--- src/trl_pkg.sv ---
package trl_pkg;
  // data path widths
  localparam int BYTE_W = 8;
  localparam int CELL_W = 10;
  localparam int CELL_PRE = 8;
  localparam int CELL_EOF = 9;
  localparam int BUF_DEPTH = 2;
  // counter and config widths
  localparam int LEN_W = 16;
  localparam int HDR_W = 8;
  localparam int RATIO_W = 19;
  localparam int SCALE_W = 4;
  localparam int GAP_W = 24;
  localparam int NUM_W = 36;
  localparam int DIV_W = 6;
  // standard gap in byte times
  localparam logic [7:0] STD_GAP = 8'h0C;
  // frame spacing counter must exceed this to stretch
  localparam logic [LEN_W-1:0] FRAME_RATE_FLOOR = 16'h000C;
  // payload ratio numerator 256 = 2^8
  localparam int PAYLOAD_SHIFT = 8;
  // divider: one load cycle then one step per numerator bit
  localparam logic [DIV_W-1:0] DIV_LOAD = 6'h25;
  // pipeline cycles between gap exit and next byte on the wire
  localparam logic [GAP_W-1:0] GAP_LEAD = 24'h000002;
  // transmit sequencer states
  typedef enum logic [3:0] {
    TRL_IDLE = 4'b0001,
    TRL_DATA = 4'b0010,
    TRL_CALC = 4'b0100,
    TRL_GAP = 4'b1000
  } trl_state_e;
endpackage

--- src/trl_cell_buffer.sv ---
module trl_cell_buffer #(
  parameter int WIDTH = 10,
  parameter int DEPTH = 2
) (
  // clock and reset
  input wire logic clk,
  input wire logic rst,
  // flush
  input wire logic flush,
  // fill side
  input wire logic wr_valid,
  output logic wr_ready,
  input wire logic [WIDTH-1:0] wr_data,
  // drain side
  input wire logic rd_ready,
  output logic rd_valid,
  output logic [WIDTH-1:0] rd_data
);
  localparam int PW = (DEPTH > 1) ? $clog2(DEPTH) : 1;
  localparam int CW = $clog2(DEPTH + 1);

  logic [WIDTH-1:0] mem_reg [DEPTH];
  logic [PW-1:0] wr_ptr_reg;
  logic [PW-1:0] rd_ptr_reg;
  logic [CW-1:0] count_reg;
  logic do_wr;
  logic do_rd;

  // honest full and empty from the occupancy count
  assign wr_ready = (count_reg != CW'(DEPTH)) && !flush;
  assign rd_valid = (count_reg != '0) && !flush;
  assign rd_data = mem_reg[rd_ptr_reg];
  assign do_wr = wr_valid && wr_ready;
  assign do_rd = rd_valid && rd_ready;

  ////////////////////////////////////////////////////////////////
  // storage, no reset needed on data
  always_ff @(posedge clk)
  begin
    if (do_wr)
    begin
      mem_reg[wr_ptr_reg] <= wr_data;
    end
  end

  // pointers and count; flush drops every held word
  always_ff @(posedge clk)
  begin
    if (rst || flush)
    begin
      wr_ptr_reg <= '0;
      rd_ptr_reg <= '0;
      count_reg <= '0;
    end
    else
    begin
      if (do_wr)
      begin
        wr_ptr_reg <= (wr_ptr_reg == PW'(DEPTH - 1)) ? '0 : wr_ptr_reg + 1'b1;
      end
      if (do_rd)
      begin
        rd_ptr_reg <= (rd_ptr_reg == PW'(DEPTH - 1)) ? '0 : rd_ptr_reg + 1'b1;
      end
      if (do_wr && !do_rd)
      begin
        count_reg <= count_reg + 1'b1;
      end
      else if (do_rd && !do_wr)
      begin
        count_reg <= count_reg - 1'b1;
      end
    end
  end

  // flush leaves the buffer empty
  a_flush_empties: assert property (@(posedge clk) disable iff (rst) // RL22
    flush |=> !rd_valid && count_reg == '0)
    else $error("buffer not empty after flush");
endmodule

--- src/trl_ipg_stretcher.sv ---
// Overview of operation
// RL1: three gap methods enabled independently per port
// RL2: several methods: largest extra gap wins
// RL3: accumulate bit sums overhead and payload gaps; code ignores the bit and takes the largest while spacing method is on
// RL4: preamble excluded from payload unless selected
// RL5: header subtract drops header bytes from payload
// RL6: header byte count is one global setting
// RL7: length adjustments only affect payload, spacing
// RL8: overhead and payload gaps scaled by 2^S
// RL9: overhead mode imposes compensation value minimum gap
// RL10: payload gap is 2^S*256/R times length
// RL11: total gap is 12 plus extra gap
// RL12: software keeps stretch ratio 1152..518143
// RL13: software keeps scale exponent at most 10
// RL14: fractional gap remainder carried to next frame
// RL15: spacing counter loaded at start of payload
// RL16: spacing counter decremented per payload byte
// RL17: remaining counter stretches gap only above 12
// RL18: sticky flag on cell buffer overflow
// RL19: sticky flag on cell buffer underrun
// RL20: sticky flag whenever a method stretches gap
// RL21: sticky flags cleared by writing one
// RL22: per-port cell buffer, flushable by software
module trl_ipg_stretcher (
  // clock and reset
  input wire logic clk,
  input wire logic rst,
  // cells from the rewriter
  input wire logic in_valid,
  output logic in_ready,
  input wire logic [trl_pkg::BYTE_W-1:0] in_data,
  input wire logic in_preamble,
  input wire logic in_eof,
  // bytes towards the port module
  output logic out_valid,
  input wire logic out_ready,
  output logic [trl_pkg::BYTE_W-1:0] out_data,
  output logic out_preamble,
  output logic out_eof,
  // per-port method selection
  input wire logic overhead_method_enable,
  input wire logic payload_method_enable,
  input wire logic frame_spacing_method_enable,
  input wire logic gap_accumulate_enable,
  input wire logic preamble_as_payload_sel,
  input wire logic header_subtract_enable,
  // per-port method values
  input wire logic [trl_pkg::SCALE_W-1:0] gap_scale_exponent,
  input wire logic [7:0] gap_compensation_value,
  input wire logic [trl_pkg::RATIO_W-1:0] gap_stretch_ratio,
  input wire logic [trl_pkg::LEN_W-1:0] frame_rate_start,
  // shared by all ports
  input wire logic [trl_pkg::HDR_W-1:0] header_byte_count,
  // buffer maintenance
  input wire logic cell_buffer_flush,
  // sticky status, write one to clear
  output logic cell_buffer_overflow_flag,
  input wire logic cell_buffer_overflow_clear,
  output logic cell_buffer_underrun_flag,
  input wire logic cell_buffer_underrun_clear,
  output logic rate_limit_flag,
  input wire logic rate_limit_clear
);
  import trl_pkg::*;

  ////////////////////////////////////////////////////////////////
  // declarations
  trl_state_e st_reg; // sequencer state
  logic buf_valid; // buffered byte waiting
  logic [CELL_W-1:0] buf_cell; // head of buffer
  logic buf_pre; // head is preamble
  logic buf_eof; // head ends frame
  logic out_free; // output register can take a byte
  logic pop; // byte moves buffer to output
  logic first; // byte opens a frame
  logic is_hdr; // byte counts as header
  logic pay_byte; // byte counts as payload
  logic stall_reg; // offered byte was refused last cycle
  logic ovf_event; // refused byte was withdrawn
  logic unf_event; // buffer ran dry mid-frame
  logic [HDR_W-1:0] hdr_cnt_reg; // non-preamble bytes seen
  logic [HDR_W-1:0] hdr_base;
  logic [LEN_W-1:0] len_reg; // payload length of frame
  logic [LEN_W-1:0] len_base;
  logic seen_reg; // payload has started
  logic seen_base;
  logic [LEN_W-1:0] fr_cnt_reg; // frame spacing counter
  logic [DIV_W-1:0] div_cnt_reg; // divider step counter
  logic [NUM_W-1:0] num_reg; // numerator being shifted out
  logic [NUM_W-1:0] quo_reg; // quotient bits
  logic [RATIO_W:0] rem_reg; // partial remainder
  logic [RATIO_W:0] rem_shift;
  logic [RATIO_W-1:0] frac_reg; // carried fraction numerator
  logic div_done; // extra gap ready this cycle
  logic [GAP_W-1:0] ov_extra;
  logic [GAP_W-1:0] pl_extra;
  logic [GAP_W-1:0] fs_extra;
  logic [GAP_W:0] sum_wide;
  logic [GAP_W-1:0] sum_extra;
  logic [GAP_W-1:0] max_extra;
  logic [GAP_W-1:0] extra_sel; // chosen extra gap
  logic [GAP_W:0] total_wide;
  logic [GAP_W-1:0] gap_total_reg; // gap to keep after frame
  logic [GAP_W-1:0] elapsed_reg; // idle cycles since last byte
  logic out_valid_reg;
  logic sum_mode; // accumulate instead of max

  ////////////////////////////////////////////////////////////////
  // cell buffer between rewriter and transmitter
  trl_cell_buffer #(
    .WIDTH(CELL_W),
    .DEPTH(BUF_DEPTH)
  ) u_cell_buffer (
    .clk(clk),
    .rst(rst),
    .flush(cell_buffer_flush), // RL22
    .wr_valid(in_valid),
    .wr_ready(in_ready),
    .wr_data({in_eof, in_preamble, in_data}),
    .rd_ready(pop),
    .rd_valid(buf_valid),
    .rd_data(buf_cell)
  );

  assign buf_pre = buf_cell[CELL_PRE];
  assign buf_eof = buf_cell[CELL_EOF];

  ////////////////////////////////////////////////////////////////
  // byte classification
  assign out_free = !out_valid_reg || out_ready;
  assign first = (st_reg == TRL_IDLE);
  // in the gap nothing moves, which is the whole point
  assign pop = (first || st_reg == TRL_DATA) && buf_valid && out_free;
  assign hdr_base = first ? '0 : hdr_cnt_reg;
  assign len_base = first ? '0 : len_reg;
  assign seen_base = first ? 1'b0 : seen_reg;
  // one header size serves every port that subtracts
  assign is_hdr = header_subtract_enable && !buf_pre
    && (hdr_base < header_byte_count); // RL5 RL6
  // these adjustments feed only payload length and spacing counter
  assign pay_byte = (!buf_pre || preamble_as_payload_sel) && !is_hdr; // RL4 RL7

  // per-frame payload and header counting
  always_ff @(posedge clk)
  begin
    if (rst)
    begin
      hdr_cnt_reg <= '0;
      len_reg <= '0;
      seen_reg <= 1'b0;
    end
    else if (pop)
    begin
      if (!buf_pre && hdr_base != '1)
      begin
        hdr_cnt_reg <= hdr_base + 1'b1;
      end
      else
      begin
        hdr_cnt_reg <= hdr_base;
      end
      // saturate rather than wrap on jumbo frames
      if (pay_byte && len_base != '1)
      begin
        len_reg <= len_base + 1'b1;
      end
      else
      begin
        len_reg <= len_base;
      end
      seen_reg <= seen_base || pay_byte;
    end
  end

  // frame spacing down-counter
  always_ff @(posedge clk)
  begin
    if (rst)
    begin
      fr_cnt_reg <= '0;
    end
    else if (pop && pay_byte)
    begin
      if (!seen_base)
      begin
        // load at first payload byte, which is itself counted
        fr_cnt_reg <= (frame_rate_start == '0) ? '0 : frame_rate_start - 1'b1; // RL15
      end
      else if (fr_cnt_reg != '0)
      begin
        fr_cnt_reg <= fr_cnt_reg - 1'b1; // RL16
      end
    end
  end

  ////////////////////////////////////////////////////////////////
  // output register towards the port module
  always_ff @(posedge clk)
  begin
    if (rst)
    begin
      out_valid_reg <= 1'b0;
      out_data <= '0;
      out_preamble <= 1'b0;
      out_eof <= 1'b0;
    end
    else if (out_free)
    begin
      out_valid_reg <= pop;
      if (pop)
      begin
        out_data <= buf_cell[BYTE_W-1:0];
        out_preamble <= buf_pre;
        out_eof <= buf_eof;
      end
    end
  end
  assign out_valid = out_valid_reg;

  ////////////////////////////////////////////////////////////////
  // sequencer
  always_ff @(posedge clk)
  begin
    if (rst)
    begin
      st_reg <= TRL_IDLE;
    end
    else
    begin
      case (st_reg)
        TRL_IDLE, TRL_DATA:
        begin
          if (pop && buf_eof)
          begin
            st_reg <= TRL_CALC;
          end
          else if (pop)
          begin
            st_reg <= TRL_DATA;
          end
        end
        TRL_CALC:
        begin
          if (div_done)
          begin
            st_reg <= TRL_GAP;
          end
        end
        TRL_GAP:
        begin
          // lead accounts for the idle and output register stages
          if (GAP_W'(elapsed_reg + GAP_LEAD) >= gap_total_reg) // RL11
          begin
            st_reg <= TRL_IDLE;
          end
        end
        default:
        begin
          st_reg <= TRL_IDLE;
        end
      endcase
    end
  end

  ////////////////////////////////////////////////////////////////
  // payload gap divider: (L*2^S*256 + carried) / R, one bit per cycle
  // trade-off: a serial divide keeps area small but sets a floor of
  // about 38 idle cycles after each frame while payload mode is on
  assign div_done = (st_reg == TRL_CALC) && (div_cnt_reg == '0);
  assign rem_shift = {rem_reg[RATIO_W-1:0], num_reg[NUM_W-1]};

  always_ff @(posedge clk)
  begin
    if (rst)
    begin
      div_cnt_reg <= '0;
      num_reg <= '0;
      quo_reg <= '0;
      rem_reg <= '0;
    end
    else if (pop && buf_eof)
    begin
      div_cnt_reg <= payload_method_enable ? DIV_LOAD : '0;
    end
    else if (st_reg == TRL_CALC && div_cnt_reg == DIV_LOAD)
    begin
      // scale exponent above ten is not supported by software
      num_reg <= (NUM_W'(len_reg) << (PAYLOAD_SHIFT + gap_scale_exponent))
        + NUM_W'(frac_reg); // RL10 RL13 RL14
      quo_reg <= '0;
      rem_reg <= '0;
      div_cnt_reg <= div_cnt_reg - 1'b1;
    end
    else if (st_reg == TRL_CALC && div_cnt_reg != '0)
    begin
      num_reg <= {num_reg[NUM_W-2:0], 1'b0};
      // ratio is kept in range by software, so never zero
      if (rem_shift >= {1'b0, gap_stretch_ratio}) // RL12
      begin
        rem_reg <= rem_shift - {1'b0, gap_stretch_ratio};
        quo_reg <= {quo_reg[NUM_W-2:0], 1'b1};
      end
      else
      begin
        rem_reg <= rem_shift;
        quo_reg <= {quo_reg[NUM_W-2:0], 1'b0};
      end
      div_cnt_reg <= div_cnt_reg - 1'b1;
    end
  end

  // fraction left over is owed to the next frame
  always_ff @(posedge clk)
  begin
    if (rst)
    begin
      frac_reg <= '0;
    end
    else if (div_done && payload_method_enable)
    begin
      frac_reg <= rem_reg[RATIO_W-1:0]; // RL14
    end
  end

  ////////////////////////////////////////////////////////////////
  // per-method extra gaps, each enabled on its own
  always_comb
  begin
    ov_extra = '0;
    pl_extra = '0;
    fs_extra = '0;
    if (overhead_method_enable && gap_compensation_value > STD_GAP) // RL1 RL9
    begin
      ov_extra = GAP_W'(gap_compensation_value - STD_GAP) << gap_scale_exponent; // RL8
    end
    if (payload_method_enable) // RL1
    begin
      pl_extra = (|quo_reg[NUM_W-1:GAP_W]) ? '1 : quo_reg[GAP_W-1:0]; // RL8 RL10
    end
    if (frame_spacing_method_enable && fr_cnt_reg > FRAME_RATE_FLOOR) // RL1 RL17
    begin
      fs_extra = GAP_W'(fr_cnt_reg);
    end
  end

  // combine: sum only when spacing method is off
  assign sum_mode = gap_accumulate_enable && !frame_spacing_method_enable; // RL3
  assign sum_wide = {1'b0, ov_extra} + {1'b0, pl_extra};
  assign sum_extra = sum_wide[GAP_W] ? '1 : sum_wide[GAP_W-1:0];

  always_comb
  begin
    max_extra = ov_extra;
    if (pl_extra > max_extra)
    begin
      max_extra = pl_extra; // RL2
    end
    if (fs_extra > max_extra)
    begin
      max_extra = fs_extra; // RL2
    end
  end

  assign extra_sel = sum_mode ? sum_extra : max_extra; // RL2 RL3
  assign total_wide = {1'b0, extra_sel} + (GAP_W + 1)'(STD_GAP);

  // total gap latched when the extra gap is known
  always_ff @(posedge clk)
  begin
    if (rst)
    begin
      gap_total_reg <= GAP_W'(STD_GAP);
    end
    else if (div_done)
    begin
      gap_total_reg <= total_wide[GAP_W] ? '1 : total_wide[GAP_W-1:0]; // RL11
    end
  end

  // idle byte times counted once the last byte has left
  always_ff @(posedge clk)
  begin
    if (rst || st_reg == TRL_DATA || st_reg == TRL_IDLE)
    begin
      elapsed_reg <= '0;
    end
    else if (!out_valid_reg && elapsed_reg != '1)
    begin
      elapsed_reg <= elapsed_reg + 1'b1;
    end
  end

  ////////////////////////////////////////////////////////////////
  // error events; a refused byte that is withdrawn was lost
  always_ff @(posedge clk)
  begin
    if (rst)
    begin
      stall_reg <= 1'b0;
    end
    else
    begin
      stall_reg <= in_valid && !in_ready;
    end
  end
  assign ovf_event = stall_reg && !in_valid;
  assign unf_event = (st_reg == TRL_DATA) && !buf_valid && out_free;

  // sticky flags; a set in the clearing cycle wins
  always_ff @(posedge clk)
  begin
    if (rst)
    begin
      cell_buffer_overflow_flag <= 1'b0;
      cell_buffer_underrun_flag <= 1'b0;
      rate_limit_flag <= 1'b0;
    end
    else
    begin
      cell_buffer_overflow_flag <= ovf_event
        || (cell_buffer_overflow_flag && !cell_buffer_overflow_clear); // RL18 RL21
      cell_buffer_underrun_flag <= unf_event
        || (cell_buffer_underrun_flag && !cell_buffer_underrun_clear); // RL19 RL21
      rate_limit_flag <= (div_done && extra_sel != '0)
        || (rate_limit_flag && !rate_limit_clear); // RL20 RL21
    end
  end

  ////////////////////////////////////////////////////////////////
  // checks
  a_max_of_methods: assert property (@(posedge clk) disable iff (rst) // RL2
    div_done && !sum_mode |-> extra_sel >= ov_extra
      && extra_sel >= pl_extra && extra_sel >= fs_extra)
    else $error("extra gap below an enabled method");
  a_accum_sum: assert property (@(posedge clk) disable iff (rst) // RL3
    div_done && sum_mode && !sum_wide[GAP_W]
      |-> extra_sel == ov_extra + pl_extra)
    else $error("accumulate mode did not add gaps");
  a_overhead_min: assert property (@(posedge clk) disable iff (rst) // RL9
    div_done && overhead_method_enable && gap_compensation_value > STD_GAP
      |=> gap_total_reg >= GAP_W'($past(gap_compensation_value)))
    else $error("overhead gap below compensation value");
  a_plain_gap: assert property (@(posedge clk) disable iff (rst) // RL11
    div_done && !overhead_method_enable && !payload_method_enable
      && !frame_spacing_method_enable |=> gap_total_reg == GAP_W'(STD_GAP))
    else $error("standard gap not twelve");
  a_gap_waits: assert property (@(posedge clk) disable iff (rst) // RL11
    st_reg == TRL_GAP && GAP_W'(elapsed_reg + GAP_LEAD) < gap_total_reg
      |=> st_reg == TRL_GAP && (!out_valid || out_eof))
    else $error("gap left early");
  a_spacing_load: assert property (@(posedge clk) disable iff (rst) // RL15
    pop && pay_byte && !seen_base && frame_rate_start != '0
      |=> fr_cnt_reg == $past(frame_rate_start) - 1'b1)
    else $error("spacing counter not loaded");
  a_spacing_dec: assert property (@(posedge clk) disable iff (rst) // RL16
    pop && pay_byte && seen_base && fr_cnt_reg != '0
      |=> fr_cnt_reg == $past(fr_cnt_reg) - 1'b1)
    else $error("spacing counter not decremented");
  a_spacing_floor: assert property (@(posedge clk) disable iff (rst) // RL17
    div_done && fr_cnt_reg <= FRAME_RATE_FLOOR |-> fs_extra == '0)
    else $error("spacing stretched at or below twelve");
  a_ovf_sticky: assert property (@(posedge clk) disable iff (rst) // RL18
    ovf_event |=> cell_buffer_overflow_flag ##1
      (cell_buffer_overflow_flag || $past(cell_buffer_overflow_clear)))
    else $error("overflow flag not held");
  a_unf_sticky: assert property (@(posedge clk) disable iff (rst) // RL19
    unf_event |=> cell_buffer_underrun_flag)
    else $error("underrun flag not set");
  a_limit_sticky: assert property (@(posedge clk) disable iff (rst) // RL20
    div_done && extra_sel != '0 |=> rate_limit_flag)
    else $error("rate limit flag not set");
  a_clear_w1c: assert property (@(posedge clk) disable iff (rst) // RL21
    rate_limit_flag && rate_limit_clear && !(div_done && extra_sel != '0)
      |=> !rate_limit_flag)
    else $error("rate limit flag not cleared");
endmodule

--- config.mk ---
export PLATFORM = sky130hd
export DESIGN_NAME = trl_ipg_stretcher
export DESIGN_NICKNAME = d
export VERILOG_FILES = /design/src/trl_pkg.sv /design/src/trl_cell_buffer.sv /design/src/trl_ipg_stretcher.sv
export SDC_FILE = /design/constraint.sdc
export NUM_CORES = 1
export LEC_CHECK = 0
export BUFFER_PORTS_ARGS = -buffer_cell sky130_fd_sc_hd__buf_2
export CAP_MARGIN = 10
export CORE_UTILIZATION = 50
export DETAILED_ROUTE_END_ITERATION = 8
export PLACE_DENSITY = 0.69
export SYNTH_ARGS = -nofsm -noshare
export SYNTH_HDL_FRONTEND = slang
export SYNTH_SLANG_ARGS = --single-unit
--- constraint.sdc ---
create_clock -name clk -period 22.2 [get_ports clk]
set_input_delay 4.44 -clock clk [delete_from_list [all_inputs] [get_ports clk]]
set_output_delay 4.44 -clock clk [all_outputs]
set_load 0.02 [all_outputs]
==> impl_metrics.json <==
{
  "grt_max_degree": 109,
  "rows": 71,
  "fmax_mhz": 76.2,
  "start_kind": "primary input",
  "synth_mux_area_share_pct": 5.13,
  "synth.area.top_cells": "dfxtp_1, ha_1, nor2_1",
  "critPathRequiredTime_ps": 22690,
  "final_nets": 2713,
  "r2r_setup_slack_ps": 13210,
  "final.period_utilization_pct": 59.1,
  "crit_path_max_incr_delay_ps": 890,
  "die_h_um": 198,
  "synth-edff-count": 20,
  "grt_pass1_vias": 16700,
  "crit_type": "in2reg",
  "yosysTopAreaCellShare_pct": 23.9,
  "ant_nets": 0,
  "track_usage_pct": 26.7,
  "cts_sinks": 249,
  "drt-total-wl_um": 53100,
  "syn_inst": 2464,
  "skew_ps": 40.4,
  "pwr-share-seq_pct": 41.9,
  "vias": 17900,
  "rsz0062_at_grt": "false",
  "setup_ws_ps": 9080,
  "ys.flop_type": "dfxtp_1",
  "status": "complete, no violations",
  "p_int_mw": 0.783,
  "yosys.area_share.simple_pct": 22.0,
  "via_per_inst": 5.93,
  "ctsRootBufferMaster": "clkbuf_16",
  "worstMarginPinSlew_ps": 1090,
  "reg2reg_to": "gap_total_reg[17]",
  "ir_drop_mv": 0.0659,
  "drtPass1Iterations": 5,
  "yosysTopAreaCell": "dfxtp_1",
  "critPathTopFamily": "compound AO/OA/AOI/OAI gates",
  "setup_viol": 0,
  "synth-async-reset-ratio_pct": 0,
  "insertion_delay_ps": 580,
  "cts_tree": "yes",
  "hold_start": "num_reg[31]",
  "place_ws_ps": 8640,
  "yosys_warnings": 0,
  "drv_cap": 0,
  "cts_hold_buffers": 0,
  "hold_end": "num_reg[31]",
  "final_cell_mix": "nor2_1, nand2_1, dfxtp_1",
  "synth_compound_gate_area_share_pct": 23.8,
  "synth_top_family_by_area": "compound AO/OA/AOI/OAI gates",
  "num_antenna_cells": 0,
  "drc": 0,
  "htreeDepth": 1,
  "cp.arrival_ps": 13610,
  "drt_iter0_drc": 1227,
  "start_util_pct": 50.9,
  "slew_headroom_pct": 26.7,
  "mostFrequentLayoutCell": "nor2_1",
  "ys_ff_latch": 249,
  "core_mm2": 0.0377,
  "drive_above_1_share_pct": 9.62,
  "switching_share_pct": 30.0,
  "dp_hpwl_um": 40400,
  "end_kind": "flop",
  "switchingPower_mw": 0.336,
  "yosysSeqAreaShare_pct": 27.1,
  "clk_pin_slew_worst_paths_ps": 60,
  "setup_tns_ps": 0,
  "final_core_util_pct": 55.3,
  "whs_path_depth": 2,
  "gp_congestion": 0.964,
  "ios": 94,
  "timing.rr.start": "quo_reg[24]",
  "p_leak_nw": 8.30,
  "timing.final.crit_period_ps": 13120,
  "synthDistinctLibCells": 96,
  "cts_resized": 0,
  "io_buffer_count": 93,
  "syn_area_mm2": 0.0192,
  "hold_ws_ps": 451,
  "reg2regPathDepth": 26,
  "gr-total-overflow": 0,
  "numCtsBuffers": 28,
  "p_clk_share_pct": 39.8,
  "hold_viol": 0,
  "crit_buf_inv": 3,
  "crit_path_max_fanout": 33,
  "drv_slew": 0,
  "synthXorXnorAreaFrac_pct": 6.35,
  "wire_per_inst_um": 17.6,
  "dieArea_mm2": 0.0391,
  "p_per_area_mw_per_mm2": 53.7,
  "avgSynthCellArea_um2": 7.77,
  "grt_antenna_before_repair": 0,
  "grt_pass1_wl_um": 85400,
  "yosys.area_share.adder_pct": 9.85,
  "postCtsSetupBuffers": 0,
  "comb_power_share_pct": 18.3,
  "clockBufferDepth": 3,
  "syn_to_final_growth_pct": 8.82,
  "hold_class": "reg2reg",
  "fp.dieW_um": 198,
  "cp_slowest_cell": "nor3_1"
}
[power by group through the flow]
stage	clock network [mW]	logic, mW	registers, mW
floorplan	0	0.144	0.479
global placement	0	0.199	0.478
detailed placement	0	0.202	0.479
CTS	0.457	0.203	0.469
global route	0.475	0.224	0.470
finish	0.445	0.205	0.469
[area by class of cell]
type                    instances  area [µm²]
multi-input cells            1934       12900
flip-flops and latches        249        5180
fillers                      3610       16800
clock inverters                12        95.1
repair buffers                110         599
clock buffers                  38         798
well taps                     511         639
inverters                     162         608
[routing by layer]
layer / vias to the layer above / track usage [%] / wire (µm)
li1: 8902 / - / -
met1: 8535 / 34.1 / 23700
met2: 372 / 47.4 / 26000
met3: 83 / 2.57 / 2060
met4: 0 / 8.10 / 1360
met5: - / 0 / 0
[kinds of logic (layout without fill, tap and decap cells)]
| group | Yosys count | after routing |
|---|---|---|
| other | 2 | 9 |
| xor gates and xnor gates | 139 | 139 |
| DFF | 249 | 249 |
| AOI/OAI and AO/OA | 673 | 673 |
| adders and majority gates | 149 | 149 |
| and+or+nand+nor | 884 | 884 |
| muxes | 80 | 80 |
| buffers and inverters | 288 | 322 |
[tightest hold or removal path, delay by kind of cell, from the launching register on]
family	cells	cell delay [ps]
and+or+nand+nor	1	50
DFF	1	310
AOI/OAI and AO/OA	1	50
[Yosys cell counts, types with 64 or more instances]
library cell and count:
nor3_1 67, inv_1 157, a21oi_1 170, clkbuf_1 107, nor2_1 271, nand2_1 247, a22oi_1 64, o21ai_0 136
dfxtp_1 229, xnor2_1 85, ha_1 146
[per-stage QoR]
stage	cell area, µm²	instances	total power [mW]
after floorplan	19200	2471	0.623
after global placement	20000	2966	0.677
after detailed placement	20000	2966	0.681
after CTS	20800	3016	1.13
after global routing	20800	3016	1.17
final	20800	3016	1.12
[worst max-delay path by stage]
stage | from | end | slack [ps] | depth (start not counted)
4_1_cts | gap_compensation_value[2] | gap_total_reg[17] | 9250 | 30
2_1_floorplan | gap_compensation_value[2] | gap_total_reg[23] | 10740 | 33
5_1_grt | gap_scale_exponent[3] | gap_total_reg[17] | 8390 | 25
3_3_place_gp | gap_compensation_value[2] | gap_total_reg[11] | 8880 | 30
3_5_place_dp | gap_compensation_value[2] | gap_total_reg[17] | 8640 | 30
6_report | gap_compensation_value[2] | gap_total_reg[17] | 9080 | 30
(Power assumes the default switching activity.)
